===== config.mk =====
export PLATFORM = sky130hd
export DESIGN_NAME = ufc_top
export DESIGN_NICKNAME = d
export VERILOG_FILES = /design/src/inc/ufc_pkg.sv /design/src/verilog/ufc_top.sv
export VERILOG_INCLUDE_DIRS = /design/src /design/src/inc
export SDC_FILE = /design/constraint.sdc
export NUM_CORES = 1
export LEC_CHECK = 0
export ABC_AREA = 1
export BUFFER_PORTS_ARGS = -buffer_cell sky130_fd_sc_hd__buf_4
export CELL_PAD_IN_SITES_DETAIL_PLACEMENT = 0
export CELL_PAD_IN_SITES_GLOBAL_PLACEMENT = 1
export CORE_ASPECT_RATIO = 0.8
export CORE_UTILIZATION = 38
export CTS_BUF_LIST = sky130_fd_sc_hd__clkbuf_8 sky130_fd_sc_hd__clkbuf_16
export DETAILED_ROUTE_END_ITERATION = 12
export PLACE_DENSITY = 0.84
export SYNTH_ARGS = -nofsm -noshare
export SYNTH_HDL_FRONTEND = slang
export SYNTH_SLANG_ARGS = --single-unit

===== constraint.sdc =====
create_clock -name clock_in -period 2.8 [get_ports clock_in]
set_input_delay 0.14 -clock clock_in [delete_from_list [all_inputs] [get_ports clock_in]]
set_output_delay 0.14 -clock clock_in [all_outputs]
set_load 0.005 [all_outputs]

===== src/inc/ufc_regs.svh =====
// register offsets, field positions, reset values and timing counts of the uart fifo/irq/baud block
`ifndef UFC_REGS_SVH
`define UFC_REGS_SVH
// register byte addresses
`define UFC_OFF_FIFO_CONTROL   8'h00
`define UFC_OFF_INT_ID         8'h04
`define UFC_OFF_INT_ENABLE     8'h08
`define UFC_OFF_DIVISOR_LOW    8'h0C
`define UFC_OFF_DIVISOR_HIGH   8'h10
`define UFC_OFF_LINE_STATUS    8'h14
`define UFC_OFF_HS_STATUS      8'h18
`define UFC_OFF_CONFIG         8'h1C
`define UFC_OFF_HS_CONTROL     8'h20
// fifo_control fields
`define UFC_FCR_FIFO_EN        0
`define UFC_FCR_RX_RESET       1
`define UFC_FCR_TX_RESET       2
`define UFC_FCR_DMA_MODE       3
`define UFC_FCR_THR_LSB        6
// interrupt identification codes, bits 3..0
`define UFC_IID_NONE           4'h1
`define UFC_IID_LINE           4'h6
`define UFC_IID_RX_DATA        4'h4
`define UFC_IID_TIMEOUT        4'hC
`define UFC_IID_TX_EMPTY       4'h2
`define UFC_IID_HANDSHAKE      4'h0
// interrupt_enable bits and handshake_control irq output enable bit
`define UFC_IER_MASK           8'h0F
`define UFC_HCR_IRQ_EN         3
// reset values
`define UFC_RST_DIVISOR        16'h0000
// timing: system clock, reference, pre-divider denominator and steps, character time
`define UFC_SYS_CLK_MHZ        100
`define UFC_REF_CLK_MHZ        24
`define UFC_PREDIV_DEN         13
`define UFC_STEP_DIV13         1
`define UFC_STEP_DIV1625       8
`define UFC_STEP_DIV1          13
`define UFC_OVERSAMPLE         16
`define UFC_CHAR_BITS          10
`define UFC_TIMEOUT_CHARS      4
`endif


===== src/inc/ufc_pkg.sv =====
// types shared by the uart fifo/irq/baud block
package ufc_pkg;
  // what the rest of the uart reports to this block each cycle
  typedef struct packed {
    logic [4:0] rx_level;     // bytes held in the receive fifo (0/1 in non-fifo mode)
    logic       rx_push;      // a byte entered the receive fifo
    logic       rbr_read;     // software read the receive buffer
    logic       tbr_write;    // software wrote the transmit buffer
    logic       tx_empty;     // transmit buffer / fifo empty level
    logic [3:0] line_err;     // pulses: 0 overrun, 1 parity, 2 missing stop, 3 break
    logic [3:0] modem;        // levels, active high: 0 cts, 1 dsr, 2 ri, 3 dcd
  } ufc_core_t;

  // reference pre-divider choice
  typedef enum logic [1:0] { UFC_PRE_DIV13, UFC_PRE_DIV1625, UFC_PRE_DIV1, UFC_PRE_RSVD } ufc_prediv_t;

  // whole state of the block
  typedef struct packed {
    logic        fifo_en;
    logic        dma_mode;
    logic [1:0]  rx_thr;
    logic [7:0]  ier;
    logic [15:0] div;
    logic [15:0] div_act;
    logic        hs_sel;
    ufc_prediv_t pre_sel;
    logic        irq_en;
    logic [3:0]  ls_flags;
    logic [3:0]  hs_flags;
    logic [3:0]  modem_prev;
    logic        tx_empty_prev;
    logic        thre_flag;
    logic        to_flag;
    logic [9:0]  to_cnt;
    logic [6:0]  ref_acc;
    logic [3:0]  pre_acc;
    logic [15:0] baud_cnt;
    logic        baud16;
    logic        tx_rst;
    logic        rx_rst;
    logic        irq;
    logic        pready;
    logic        pslverr;
    logic [31:0] prdata;
  } ufc_state_t;
endpackage


===== src/verilog/ufc_top.sv =====
// uart fifo control, interrupt identification/enable and baud generator behind an apb slave
`timescale 1ns/100ps
`include "ufc_regs.svh"

// What this block does
// - fcr bits 7:6 pick rx threshold 1/4/8/14
// - fcr bit3 sets dma mode 1 only with fifo
// - fcr bit2 pulses tx fifo reset, self-clears
// - fcr bit1 pulses rx fifo reset, self-clears
// - fcr bit0 enables fifo mode, set first
// - iir bits 7:6 show fifo mode, 5:4 zero
// - iir bit0 high only when nothing pending
// - rx data / threshold is second, code 0100
// - fifo timeout after four char times, 1100
// - tx empty 0010, cleared by write or iir read
// - handshake changes lowest priority, code 0000
// - iir bit3 zero outside fifo mode
// - ier bits 3:0 enable sources, 7:4 zero
// - divide pre-divided reference by 16-bit divisor
// - generator output is sixteen times bit rate
// - high speed mode uses undivided 24 MHz
// - pre-divider 13, 1.625 or 1.0 by config
// - irq output only when hcr bit3 set
// - line status error flags clear on read
module ufc_top #(
  parameter int THR_W = 5
) (
  input  wire logic              clock_in,
  input  wire logic              rst_in,
  input  wire logic              psel_in,
  input  wire logic              penable_in,
  input  wire logic              pwrite_in,
  input  wire logic [7:0]        paddr_in,
  input  wire logic [31:0]       pwdata_in,
  output logic                   pready_out,
  output logic                   pslverr_out,
  output logic [31:0]            prdata_out,
  input  wire ufc_pkg::ufc_core_t core_in,
  output logic                   irq_out,
  output logic                   baud16_out,
  output logic                   fifo_mode_out,
  output logic                   dma_mode_out,
  output logic                   tx_fifo_reset_out,
  output logic                   rx_fifo_reset_out
);

  // ---------------------------------------------------------------
  // constants
  // ---------------------------------------------------------------
  localparam logic [6:0] REF_STEP  = 7'(`UFC_REF_CLK_MHZ);
  localparam logic [6:0] REF_MOD   = 7'(`UFC_SYS_CLK_MHZ);
  localparam logic [4:0] PRE_MOD   = 5'(`UFC_PREDIV_DEN);
  localparam logic [9:0] TO_TICKS  = 10'(`UFC_TIMEOUT_CHARS * `UFC_CHAR_BITS * `UFC_OVERSAMPLE);

  ufc_pkg::ufc_state_t q, d;

  // receive threshold in bytes
  // the table is fixed; only the two select bits are stored
  function automatic logic [THR_W-1:0] thr_bytes(input logic [1:0] sel);
    unique case (sel)
      2'b00: thr_bytes = THR_W'(1);
      2'b01: thr_bytes = THR_W'(4);
      2'b10: thr_bytes = THR_W'(8);
      2'b11: thr_bytes = THR_W'(14);
    endcase
  endfunction

  // ---------------------------------------------------------------
  // interrupt sources and identification
  // ---------------------------------------------------------------
  logic       rda_raw_w, rls_w, rda_w, to_w, thre_w, ms_w, any_w;
  logic [7:0] iir_w;

  // enables mask each source before the priority chain, so a disabled source
  // never hides a lower enabled one; line and handshake flags are sticky
  always_comb begin
    // in fifo mode data-ready follows the level against threshold, else any byte held
    rda_raw_w = q.fifo_en ? (core_in.rx_level >= thr_bytes(q.rx_thr)) : (core_in.rx_level != 5'h00);
    rls_w     = (|q.ls_flags) & q.ier[2];
    rda_w     = rda_raw_w & q.ier[0];
    to_w      = q.to_flag & q.fifo_en & q.ier[0];  // stale flag hidden once fifo mode is off
    thre_w    = q.thre_flag & q.ier[1];
    ms_w      = (|q.hs_flags) & q.ier[3];
    any_w     = rls_w | rda_w | to_w | thre_w | ms_w;
    iir_w     = {q.fifo_en, q.fifo_en, 2'b00, `UFC_IID_NONE};
    if (rls_w) begin
      iir_w[3:0] = `UFC_IID_LINE;
    end else if (rda_w) begin
      iir_w[3:0] = `UFC_IID_RX_DATA;
    end else if (to_w) begin
      iir_w[3:0] = `UFC_IID_TIMEOUT;
    end else if (thre_w) begin
      iir_w[3:0] = `UFC_IID_TX_EMPTY;
    end else if (ms_w) begin
      iir_w[3:0] = `UFC_IID_HANDSHAKE;
    end
  end

  // ---------------------------------------------------------------
  // next state
  // ---------------------------------------------------------------
  logic        acc_w, done_w, wr_w, rd_w;
  logic [7:0]  wb_w;
  logic [7:0]  rsum_w;
  logic [4:0]  psum_w, pstep_w;
  logic        ref_tick_w, pre_tick_w;

  always_comb begin
    d          = q;
    d.tx_rst   = 1'b0;
    d.rx_rst   = 1'b0;
    d.baud16   = 1'b0;
    acc_w      = psel_in & penable_in;
    // a transfer completes at the edge where pready is seen high
    done_w     = acc_w & q.pready;
    wr_w       = done_w & pwrite_in & ~q.pslverr;
    rd_w       = done_w & ~pwrite_in & ~q.pslverr;
    wb_w       = pwdata_in[7:0];

    // apb: one wait state so read data comes from a flop
    // the cost is one extra cycle per access, the gain a flop-to-pin read path
    d.pready   = acc_w & ~q.pready;
    d.pslverr  = 1'b0;
    if (acc_w & ~q.pready) begin
      d.prdata = 32'h0000_0000;
      unique case (paddr_in)
        `UFC_OFF_FIFO_CONTROL: d.prdata = 32'h0000_0000;  // write only
        `UFC_OFF_INT_ID:       d.prdata[7:0] = iir_w;
        `UFC_OFF_INT_ENABLE:   d.prdata[7:0] = q.ier;
        `UFC_OFF_DIVISOR_LOW:  d.prdata[7:0] = q.div[7:0];
        `UFC_OFF_DIVISOR_HIGH: d.prdata[7:0] = q.div[15:8];
        `UFC_OFF_LINE_STATUS:  d.prdata[4:0] = {q.ls_flags, rda_raw_w};
        `UFC_OFF_HS_STATUS:    d.prdata[7:0] = {core_in.modem[3], core_in.modem[2], core_in.modem[1],
                                                core_in.modem[0], q.hs_flags};
        `UFC_OFF_CONFIG:       d.prdata[2:0] = {q.pre_sel, q.hs_sel};
        `UFC_OFF_HS_CONTROL:   d.prdata[`UFC_HCR_IRQ_EN] = q.irq_en;
        default:               d.pslverr = 1'b1;
      endcase
    end

    // register writes
    // writes to read-only offsets are dropped without an error
    if (wr_w) begin
      unique case (paddr_in)
        `UFC_OFF_FIFO_CONTROL: begin
          d.fifo_en  = wb_w[`UFC_FCR_FIFO_EN];
          d.dma_mode = wb_w[`UFC_FCR_DMA_MODE] & wb_w[`UFC_FCR_FIFO_EN];
          d.rx_thr   = wb_w[`UFC_FCR_THR_LSB +: 2];
          d.tx_rst   = wb_w[`UFC_FCR_TX_RESET];
          d.rx_rst   = wb_w[`UFC_FCR_RX_RESET];
        end
        `UFC_OFF_INT_ENABLE:   d.ier = wb_w & `UFC_IER_MASK;
        `UFC_OFF_DIVISOR_LOW:  d.div[7:0] = wb_w;
        `UFC_OFF_DIVISOR_HIGH: d.div[15:8] = wb_w;
        `UFC_OFF_CONFIG: begin
          d.hs_sel  = wb_w[0];
          d.pre_sel = ufc_pkg::ufc_prediv_t'(wb_w[2:1]);
        end
        `UFC_OFF_HS_CONTROL:   d.irq_en = wb_w[`UFC_HCR_IRQ_EN];
        default: ;
      endcase
    end

    // line error flags: only bits already reported by the read are cleared, new events win
    if (rd_w && paddr_in == `UFC_OFF_LINE_STATUS) begin
      d.ls_flags = q.ls_flags & ~q.prdata[4:1];
    end
    d.ls_flags = d.ls_flags | core_in.line_err;

    // handshake change flags, same reported-bits clearing
    if (rd_w && paddr_in == `UFC_OFF_HS_STATUS) begin
      d.hs_flags = q.hs_flags & ~q.prdata[3:0];
    end
    d.modem_prev = core_in.modem;
    d.hs_flags   = d.hs_flags | {core_in.modem[3] ^ q.modem_prev[3],
                                 ~core_in.modem[2] & q.modem_prev[2],   // ring trailing edge
                                 core_in.modem[1] ^ q.modem_prev[1],
                                 core_in.modem[0] ^ q.modem_prev[0]};

    // tx empty: sticky from the empty edge, cleared by a buffer write or by reading it as reported
    d.tx_empty_prev = core_in.tx_empty;
    if (core_in.tbr_write || (rd_w && paddr_in == `UFC_OFF_INT_ID && q.prdata[3:0] == `UFC_IID_TX_EMPTY)) begin
      d.thre_flag = 1'b0;
    end
    if (core_in.tx_empty & ~q.tx_empty_prev) begin
      d.thre_flag = 1'b1;
    end

    // receive timeout: count 16x ticks while data sits untouched in the fifo
    // the count stops at four characters so a long wait cannot wrap and fire again
    if (!q.fifo_en || core_in.rx_level == 5'h00 || core_in.rx_push || core_in.rbr_read) begin
      d.to_cnt = 10'h000;
    end else if (q.baud16 && q.to_cnt != TO_TICKS) begin
      d.to_cnt = q.to_cnt + 10'h001;
    end
    if (!q.fifo_en || core_in.rbr_read) begin
      d.to_flag = 1'b0;
    end else if (q.baud16 && q.to_cnt == TO_TICKS - 10'h001 && !core_in.rx_push) begin
      d.to_flag = 1'b1;
    end

    // 24 MHz reference ticks made from the system clock by phase accumulation
    // no 24 MHz clock exists here: the accumulator gives the same average rate,
    // with up to one system clock of jitter on each tick
    rsum_w     = {1'b0, q.ref_acc} + {1'b0, REF_STEP};
    ref_tick_w = rsum_w >= {1'b0, REF_MOD};
    d.ref_acc  = ref_tick_w ? 7'(rsum_w - {1'b0, REF_MOD}) : rsum_w[6:0];

    // pre-divider as a fraction of 13: steps 1, 8 or 13 give /13, /1.625, /1
    if (q.hs_sel) begin
      pstep_w = 5'(`UFC_STEP_DIV1);
    end else begin
      unique case (q.pre_sel)
        ufc_pkg::UFC_PRE_DIV1625: pstep_w = 5'(`UFC_STEP_DIV1625);
        ufc_pkg::UFC_PRE_DIV1:    pstep_w = 5'(`UFC_STEP_DIV1);
        default:                  pstep_w = 5'(`UFC_STEP_DIV13);
      endcase
    end
    psum_w     = {1'b0, q.pre_acc} + pstep_w;
    pre_tick_w = ref_tick_w & (psum_w >= PRE_MOD);
    if (ref_tick_w) begin
      d.pre_acc = (psum_w >= PRE_MOD) ? 4'(psum_w - PRE_MOD) : psum_w[3:0];
    end

    // divisor counter: the new divisor is loaded only at the end of a period, so no runt pulse
    // limitation: a large old divisor delays a new small one by up to one old period
    if (q.div_act == 16'h0000) begin
      d.div_act  = q.div;                                                   // idle until programmed
      d.baud_cnt = 16'h0000;
    end else if (pre_tick_w) begin
      if (q.baud_cnt >= q.div_act - 16'h0001) begin
        d.baud_cnt = 16'h0000;
        d.baud16   = 1'b1;
        d.div_act  = q.div;
      end else begin
        d.baud_cnt = q.baud_cnt + 16'h0001;
      end
    end

    // interrupt pin gated by the handshake control enable
    d.irq = any_w & q.irq_en;
  end

  // ---------------------------------------------------------------
  // state register
  // ---------------------------------------------------------------
  always_ff @(posedge clock_in or posedge rst_in) begin
    if (rst_in) begin
      q <= '0;
    end else begin
      q <= d;
    end
  end

  // outputs straight from the state flops
  assign pready_out        = q.pready;
  assign pslverr_out       = q.pslverr;
  assign prdata_out        = q.prdata;
  assign irq_out           = q.irq;
  assign baud16_out        = q.baud16;
  assign fifo_mode_out     = q.fifo_en;
  assign dma_mode_out      = q.dma_mode;
  assign tx_fifo_reset_out = q.tx_rst;
  assign rx_fifo_reset_out = q.rx_rst;
endmodule


==> out/metrics.yaml, run 1 <==
avgSynthCellArea_um2: 7.55
hold_slack_ps: 26.7
crit_buf_inv: 6
power_per_cell_area_nw_per_um2: 455
nNetsFinal: 1077
rsz0062_at_grt: "yes"
netlist_area_um2: 6670
placed_area_um2: 7370
synth_compound_area_share_pct: 6.81
clockBufferDepth: 2
synth_top_family_by_area: "simple AND/OR/NAND/NOR gates"
clk_pin_slew_ps: 70
power.leakage_nw: 4.34
postLayoutCoreUtil_pct: 47.9
synth-simple-area-share_pct: 29.0
clockRootBuffer: "clkbuf_16"
wirelength_mm: 16.2
cpLargestDelayFamily: "simple AND/OR/NAND/NOR gates"
detailed_place_hpwl_mm: 11.6
netSwitchingFraction_pct: 30.2
grt_use_total_pct: 18.3
p_int_mw: 2.57
routed_via_density: 4.79
slowest_delay_ps: 400
setup_slack_ps: -164
ys_ff_latch: 108
clkPwrFrac_pct: 37.2
drc: 0
p_seq_share_pct: 44.5
cpMaxStageDelayCell: "dfrtp_1"
synth_xor_area_share_pct: 4.99
post-route-period-util_pct: 106
tightest_slew_ps: 832
cp-start-kind: "flip-flop"
final_antenna_net_count: 0
clock-sinks: 108
htreeDepth: 3
relSlewSlack_pct: 44.4
cp.arrival_ps: 3270
finalCriticalPeriod_ps: 2960
end_kind: "flip-flop"
cts_buffers: 9
dr.pass1.iters: 5
grt_pass1_wl_mm: 26.0
fmax_ghz: 0.337
ys_seq_area_share_pct: 40.5
synth_mux_area_share_pct: 0
setup_viol_count_final: 33
vias: 5762
design.die.area_um2: 18100
cts_tree: "yes"
fp-row-count: 42
ios: 102
diodes: 0
start_util_pct: 39.5
final_max_slew_viol_count: 0
dieHeight_um: 120
clk_latency_ps: 370
port_buffers: 53
p_total_mw: 3.68
gp_congestion: 0.847
path_cells: "inv_2 > ha_4 > nand4_1 > nor2_2 > nand2_2 > nor3_2 > xor2_1 > inv_1 > ha_1 > nand2_1 > inv_2 > nand3_4 > nor2_4 > nand3_2 > buf_6 > nand4_1 > buf_4 > clkbuf_16 > nand3_1 > nand2_1"
ir_drop_uv: 329
regMostFlops: "q"
failed_checks: "negative setup slack"
cp_max_fo: 8
max_cap_viol_count: 0
drive_above_1_share_pct: 15.8
hp-class: "in2reg"
grt_pass1_vias: 5252
largest_reg_flops: 92
grt_antenna_before_repair: 0
synth_cell_types: 38
crit_required_ps: 3100
design_area_um2: 8090
finalHoldViolations: 0
grt-ovfl-total: 0
switchingPower_mw: 1.11
clock-skew-final_ps: 9.14
nFillCells: 1638
fp.dieW_um: 150
grt_max_degree: 38
synthCells: 883
yosys_warnings: 0
setup_tns_ps: -3630
critPathKind: "reg2reg"
area.growth.synth_to_final_pct: 21.3
synthAdderAreaFrac_pct: 6.95
drt-wirelength-per-cell_um: 13.5
drt-initial-drc-count: 397
core_um2: 16900
outcome: "complete, but fails checks"
comb_power_share_pct: 18.4
[final timing paths]
check,start,to,slack (ps),cells after the start
setup / recovery,q[94]$_DFFE_PP0P_,q[100]$_DFFE_PP0P_,-160,20
hold / removal,pwdata_in[0],fifo_mode_out$_DFFE_PP0P_,30,3
setup reg to reg,q[94]$_DFFE_PP0P_,q[100]$_DFFE_PP0P_,-160,20
hold reg to reg,q[77]$_DFF_PP0_,q[76]$_DFFE_PP0P_,430,1
max in group asynchronous,rst_in,q[65]$_DFFE_PP0P_,1500,4
min in group asynchronous,rst_in,q[54]$_DFFE_PP0N_,480,3
[routing by layer]
| metal | up-vias | routed length (µm) | track usage (%) |
|---|---|---|---|
| met5 | - | 0 | 0 |
| met4 | 0 | 170 | 4.73 |
| met3 | 18 | 826 | 3.81 |
| met2 | 138 | 6900 | 25.4 |
| met1 | 2671 | 8350 | 28.3 |
| li1 | 2935 | - | - |
[cells in the mapped netlist, drive strengths merged]
master	n	share of area (%)
nor3	13	0.98
a41oi	1	0.13
nand2	261	15
conb	1	0.056
xnor2	13	1.7
o31ai	1	0.11
nor2	69	4.1
o21a	2	0.23
o32ai	1	0.13
clkbuf	2	0.11
dfrtp	108	41
ha	37	6.9
nand3	82	6.2
o21bai	2	0.23
nand4	13	1.3
clkinv	1	0.056
o21ai	54	4.1
a21oi	18	1.4
nor3b	3	0.41
inv	122	6.9
a31oi	5	0.47
xor2	25	3.3
a211oi	1	0.11
nand3b	3	0.34
buf	40	4.6
or2	2	0.19
nor4	3	0.51
[cells in the final DEF (no fill, tap or decap), drive strengths merged, types with 10 or more instances in the layout]
| cell type | Yosys | layout |
|---|---|---|
| xnor2 | 13 | 13 |
| a21oi | 18 | 18 |
| nand2 | 261 | 262 |
| inv | 122 | 124 |
| ha | 37 | 37 |
| nor2 | 69 | 69 |
| nor3 | 13 | 13 |
| dlygate4sd3 | 0 | 11 |
| nand4 | 13 | 13 |
| conb | 1 | 24 |
| xor2 | 25 | 25 |
| nand3 | 82 | 82 |
| buf | 40 | 90 |
| o21ai | 54 | 54 |
| clkbuf | 2 | 10 |
| dfrtp | 108 | 108 |
[worst min-delay path: cells and delay by family]
kind	cells	cell delay [ps]
buf+inv	1	90
simple gates	1	60
compound gates	1	60
[logic make-up (layout without fill, tap and decap cells)]
| logic type | count (synthesis) | after routing |
|---|---|---|
| and+or+nand+nor | 449 | 450 |
| buffers and inverters | 165 | 241 |
| DFF | 108 | 108 |
| AOI/OAI and AO/OA | 85 | 85 |
| xor gates and xnor gates | 38 | 38 |
| adders and majority gates | 37 | 37 |
| other | 1 | 24 |
[power by group through the flow]
stage / clock [mW] / combinational, mW / sequential, mW
2_1_floorplan: 0 / 0.471 / 1.66
3_3_place_gp: 0 / 0.616 / 1.67
3_5_place_dp: 0 / 0.616 / 1.67
4_1_cts: 1.40 / 0.647 / 1.64
5_1_grt: 1.46 / 0.795 / 1.64
6_report: 1.37 / 0.675 / 1.63
[area by class of cell]
class	instances	area, µm²	share of cell area [%]
Inverter	123	465	5.76
Clock buffer	9	225	2.79
Multi-Input combinational cell	634	3450	42.7
Tap cell	220	275	3.40
Timing Repair Buffer	102	877	10.8
Clock inverter	7	85.1	1.05
Sequential cell	108	2700	33.4
[what timing repair did]
item,CTS,global route
pin swaps,5,26
setup endpoints to repair,32,32
hold buffers,11,0
hold endpoints to repair,45,0
resized for setup,13,26
setup buffers,2,6
cloned,1,1
[stage by stage]
step / worst slack, ps / cells
6_report: -164 / 1203
2_1_floorplan: 119 / 906
5_1_grt: -341 / 1203
3_5_place_dp: -124 / 1166
4_1_cts: 2.22 / 1196
3_3_place_gp: -46.3 / 1166
Note: power is estimated with default switching activity, not from simulation.
==> inputs of run 2 (changes only) <==
Settings changed: ABC_AREA 1 to default, CORE_UTILIZATION 38 to 40, PLACE_DENSITY 0.84 to 0.83.
==> run 2 against run 1 <==
The run still ends with negative setup slack left. Synthesized cell count is 27% lower. Fmax down 14%. Routed wire length is 1.6% higher. Utilization rose by 2.3 points. Non-clock buffer count is 13 higher. Setup slack got worse by 490 ps. First-iteration DRC count fell by 3.5%. Flip-flop and latch count unchanged. Sequential power barely moved. Global-route usage increased by 2.3 points. Clock-buffer cell count increased by 1. Critical path type unchanged.
==> out/metrics.yaml, run 2 <==
dr.pass1.iters: 5
avgSynthCellArea_um2: 10.1
synthFlopType: "dfrtp_1"
ir_drop_uv: 312
wirelength_mm: 16.5
synth.area.top_cells: "dfrtp_1 42%, ha_1 7.2%, mux2_2 5.9%"
clock-sinks: 108
outcome: "complete, but fails checks"
grt_antenna_before_repair: 0
relSlewSlack_pct: 46.7
largest_reg_flops: 92
placed_cells: 927
ys_seq_area_share_pct: 41.8
critPathKind: "reg2reg"
globalRouteMet1Util_pct: 29.1
endpoint: "q[95]$_DFFE_PP0P_"
grt_pass1_vias: 4987
nNetsFinal: 842
clockRootBuffer: "clkbuf_16"
startpoint: "q[95]$_DFFE_PP0P_"
port_buffers: 53
fp.dieW_um: 144
setup_tns_ps: -18620
area.growth.synth_to_final_pct: 22.9
grt_use_total_pct: 20.6
post-route-period-util_pct: 123
r2r_cells: 12
synth_top_area_share_pct: 41.8
design.die.area_um2: 16700
tightest_slew_ps: 795
drt-wirelength-per-cell_um: 17.1
synth_common_cells: "108 x dfrtp_1, 56 x nand2_1, 43 x nor2_1, 37 x ha_1, 34 x mux2_2"
cp.arrival_ps: 3680
clock-skew-final_ps: 9.11
fmax_ghz: 0.290
core_um2: 15800
end_kind: "flip-flop"
cp-start-kind: "flip-flop"
vias: 5284
power_per_cell_area_nw_per_um2: 506
post-synth-top-count-cell: "dfrtp_1"
finalHoldViolations: 0
clockBufferDepth: 2
dieHeight_um: 116
finalCriticalPeriod_ps: 3450
design_area_um2: 7940
gp_congestion: 0.867
routed_via_density: 5.49
htreeDepth: 3
busiest_layer: "met2"
place_ws_ps: -622
start_util_pct: 40.9
layout.cells.most_common_list: "108 x dfrtp_1, 98 x buf_4, 56 x nand2_1, 42 x nor2_1, 36 x ha_1"
rrSetupSlack_ps: -650
regMostFlops: "q"
synth-async-reset-ratio_pct: 100
grt_max_degree: 78
hold_slack_ps: 38.3
cp_max_fo: 8
final_antenna_net_count: 0
final_max_slew_viol_count: 0
detailed_place_hpwl_mm: 12.2
grtUsageMet3_pct: 5.41
synthCells: 641
clk_pin_slew_ps: 70
netlist_area_um2: 6460
yosys_warnings: 0
met2_usage_pct: 31.3
diodes: 0
synth_cell_types: 75
fin_cells: 963
setup_slack_ps: -650
crit-reg2reg-launch: "q[95]$_DFFE_PP0P_"
drt-initial-drc-count: 383
power.leakage_nw: 3.73
clk_latency_ps: 350
setup_viol_count_final: 33
ios: 102
synth_enable_flop_cells: 0
placed_area_um2: 7270
grt-ovfl-total: 0
drive_above_1_share_pct: 26.5
cts_buffers: 9
drc: 0
fp-row-count: 41
synth_top_area_cell: "dfrtp_1"
failed_checks: "negative setup slack"
grt_pass1_wl_mm: 26.1
ys_ff_latch: 108
timing.rr.end: "q[95]$_DFFE_PP0P_"
cts_tree: "yes"
hp-class: "in2reg"
rsz0062_at_grt: "yes"
final_common_cell: "dfrtp_1"
max_cap_viol_count: 0
crit_required_ps: 3030
run 2: cell types whose count changed after synthesis, moves of 7 or more:
cell,change
a22o_1,+12
o21ai_0,-25
nand3_1,-50
nand2b_1,+10
clkbuf_1,+7
nor2_1,-21
nand2_1,-199
mux2i_1,+7
inv_1,-94
mux2_1,+7
mux2_2,+34
a21o_1,+9
a31oi_1,+13
xor2_1,-7
run 2: how the worst min path moves through the flow:
stage / from / to / slack, ps / cells past startpoint
5_1_grt: pwdata_in[4] / q[122]$_DFFE_PP0P_ / 30 / 2
6_report: pwdata_in[4] / q[122]$_DFFE_PP0P_ / 40 / 2
3_5_place_dp: core_in[8] / q[77]$_DFF_PP0_ / 260 / 1
4_1_cts: pwdata_in[4] / q[122]$_DFFE_PP0P_ / 40 / 2
2_1_floorplan: core_in[8] / q[77]$_DFF_PP0_ / 170 / 0
3_3_place_gp: core_in[8] / q[77]$_DFF_PP0_ / 260 / 1
run 2: critical path, cell delays in order, from the launching register on:
cell and delay [ps]:
dfrtp_1 390, inv_2 70, ha_4 130, or4b_4 460, nand2b_4 180, or4_4 410
xor2_1 160, ha_1 290, nand4_1 130, a311o_1 410, a21oi_4 230, buf_12 170
mux2_4 300
run 2: logic make-up after synthesis:
family / Yosys count / synth area share [%]
xor+xnor: 36 / 4.88
buf+inv: 74 / 6.61
fa+ha+maj: 37 / 7.17
flops: 108 / 41.8
mux: 48 / 8.23
compound gates: 120 / 13.5
other cells: 1 / 0.0581
simple gates: 217 / 17.7
run 2: final cells by class:
class,count,area [µm²]
Tap cell,215,269
Inverter,27,105
Multi-Input combinational cell,482,3590
Timing Repair Buffer,115,965
Fill cell,1433,7860
Clock buffer,10,239
Clock inverter,6,71.3
Sequential cell,108,2700
run 2: metal layers:
layer  part of all wire, %  wire length, µm
met5                     0                0
met4                   1.4              233
met3                   7.3             1210
met2                    45             7470
met1                    46             7580
run 2: power by group:
group          switching, mW  internal, mW
sequential            0.0396          1.61
combinational          0.550         0.483
clock                  0.610         0.729
run 2: metrics by stage:
| stage | total power [mW] | util (%) |
|---|---|---|
| 4_1_cts | 4.09 | 50.0 |
| 6_report | 4.02 | 50.3 |
| 5_1_grt | 4.21 | 50.3 |
| 3_3_place_gp | 2.56 | 46.0 |
| 2_1_floorplan | 2.29 | - |
| 3_5_place_dp | 2.60 | 46.0 |
run 2: repair_timing:
| action | in CTS | in global routing |
|---|---|---|
| hold buffers | 11 | 0 |
| endpoints found under the setup margin | 33 | 33 |
| pin swaps | 10 | 9 |
| gates resized for setup | 30 | 10 |
| hold endpoints to repair | 41 | 0 |
| buffers inserted | 5 | 5 |
| cloned | 2 | 0 |
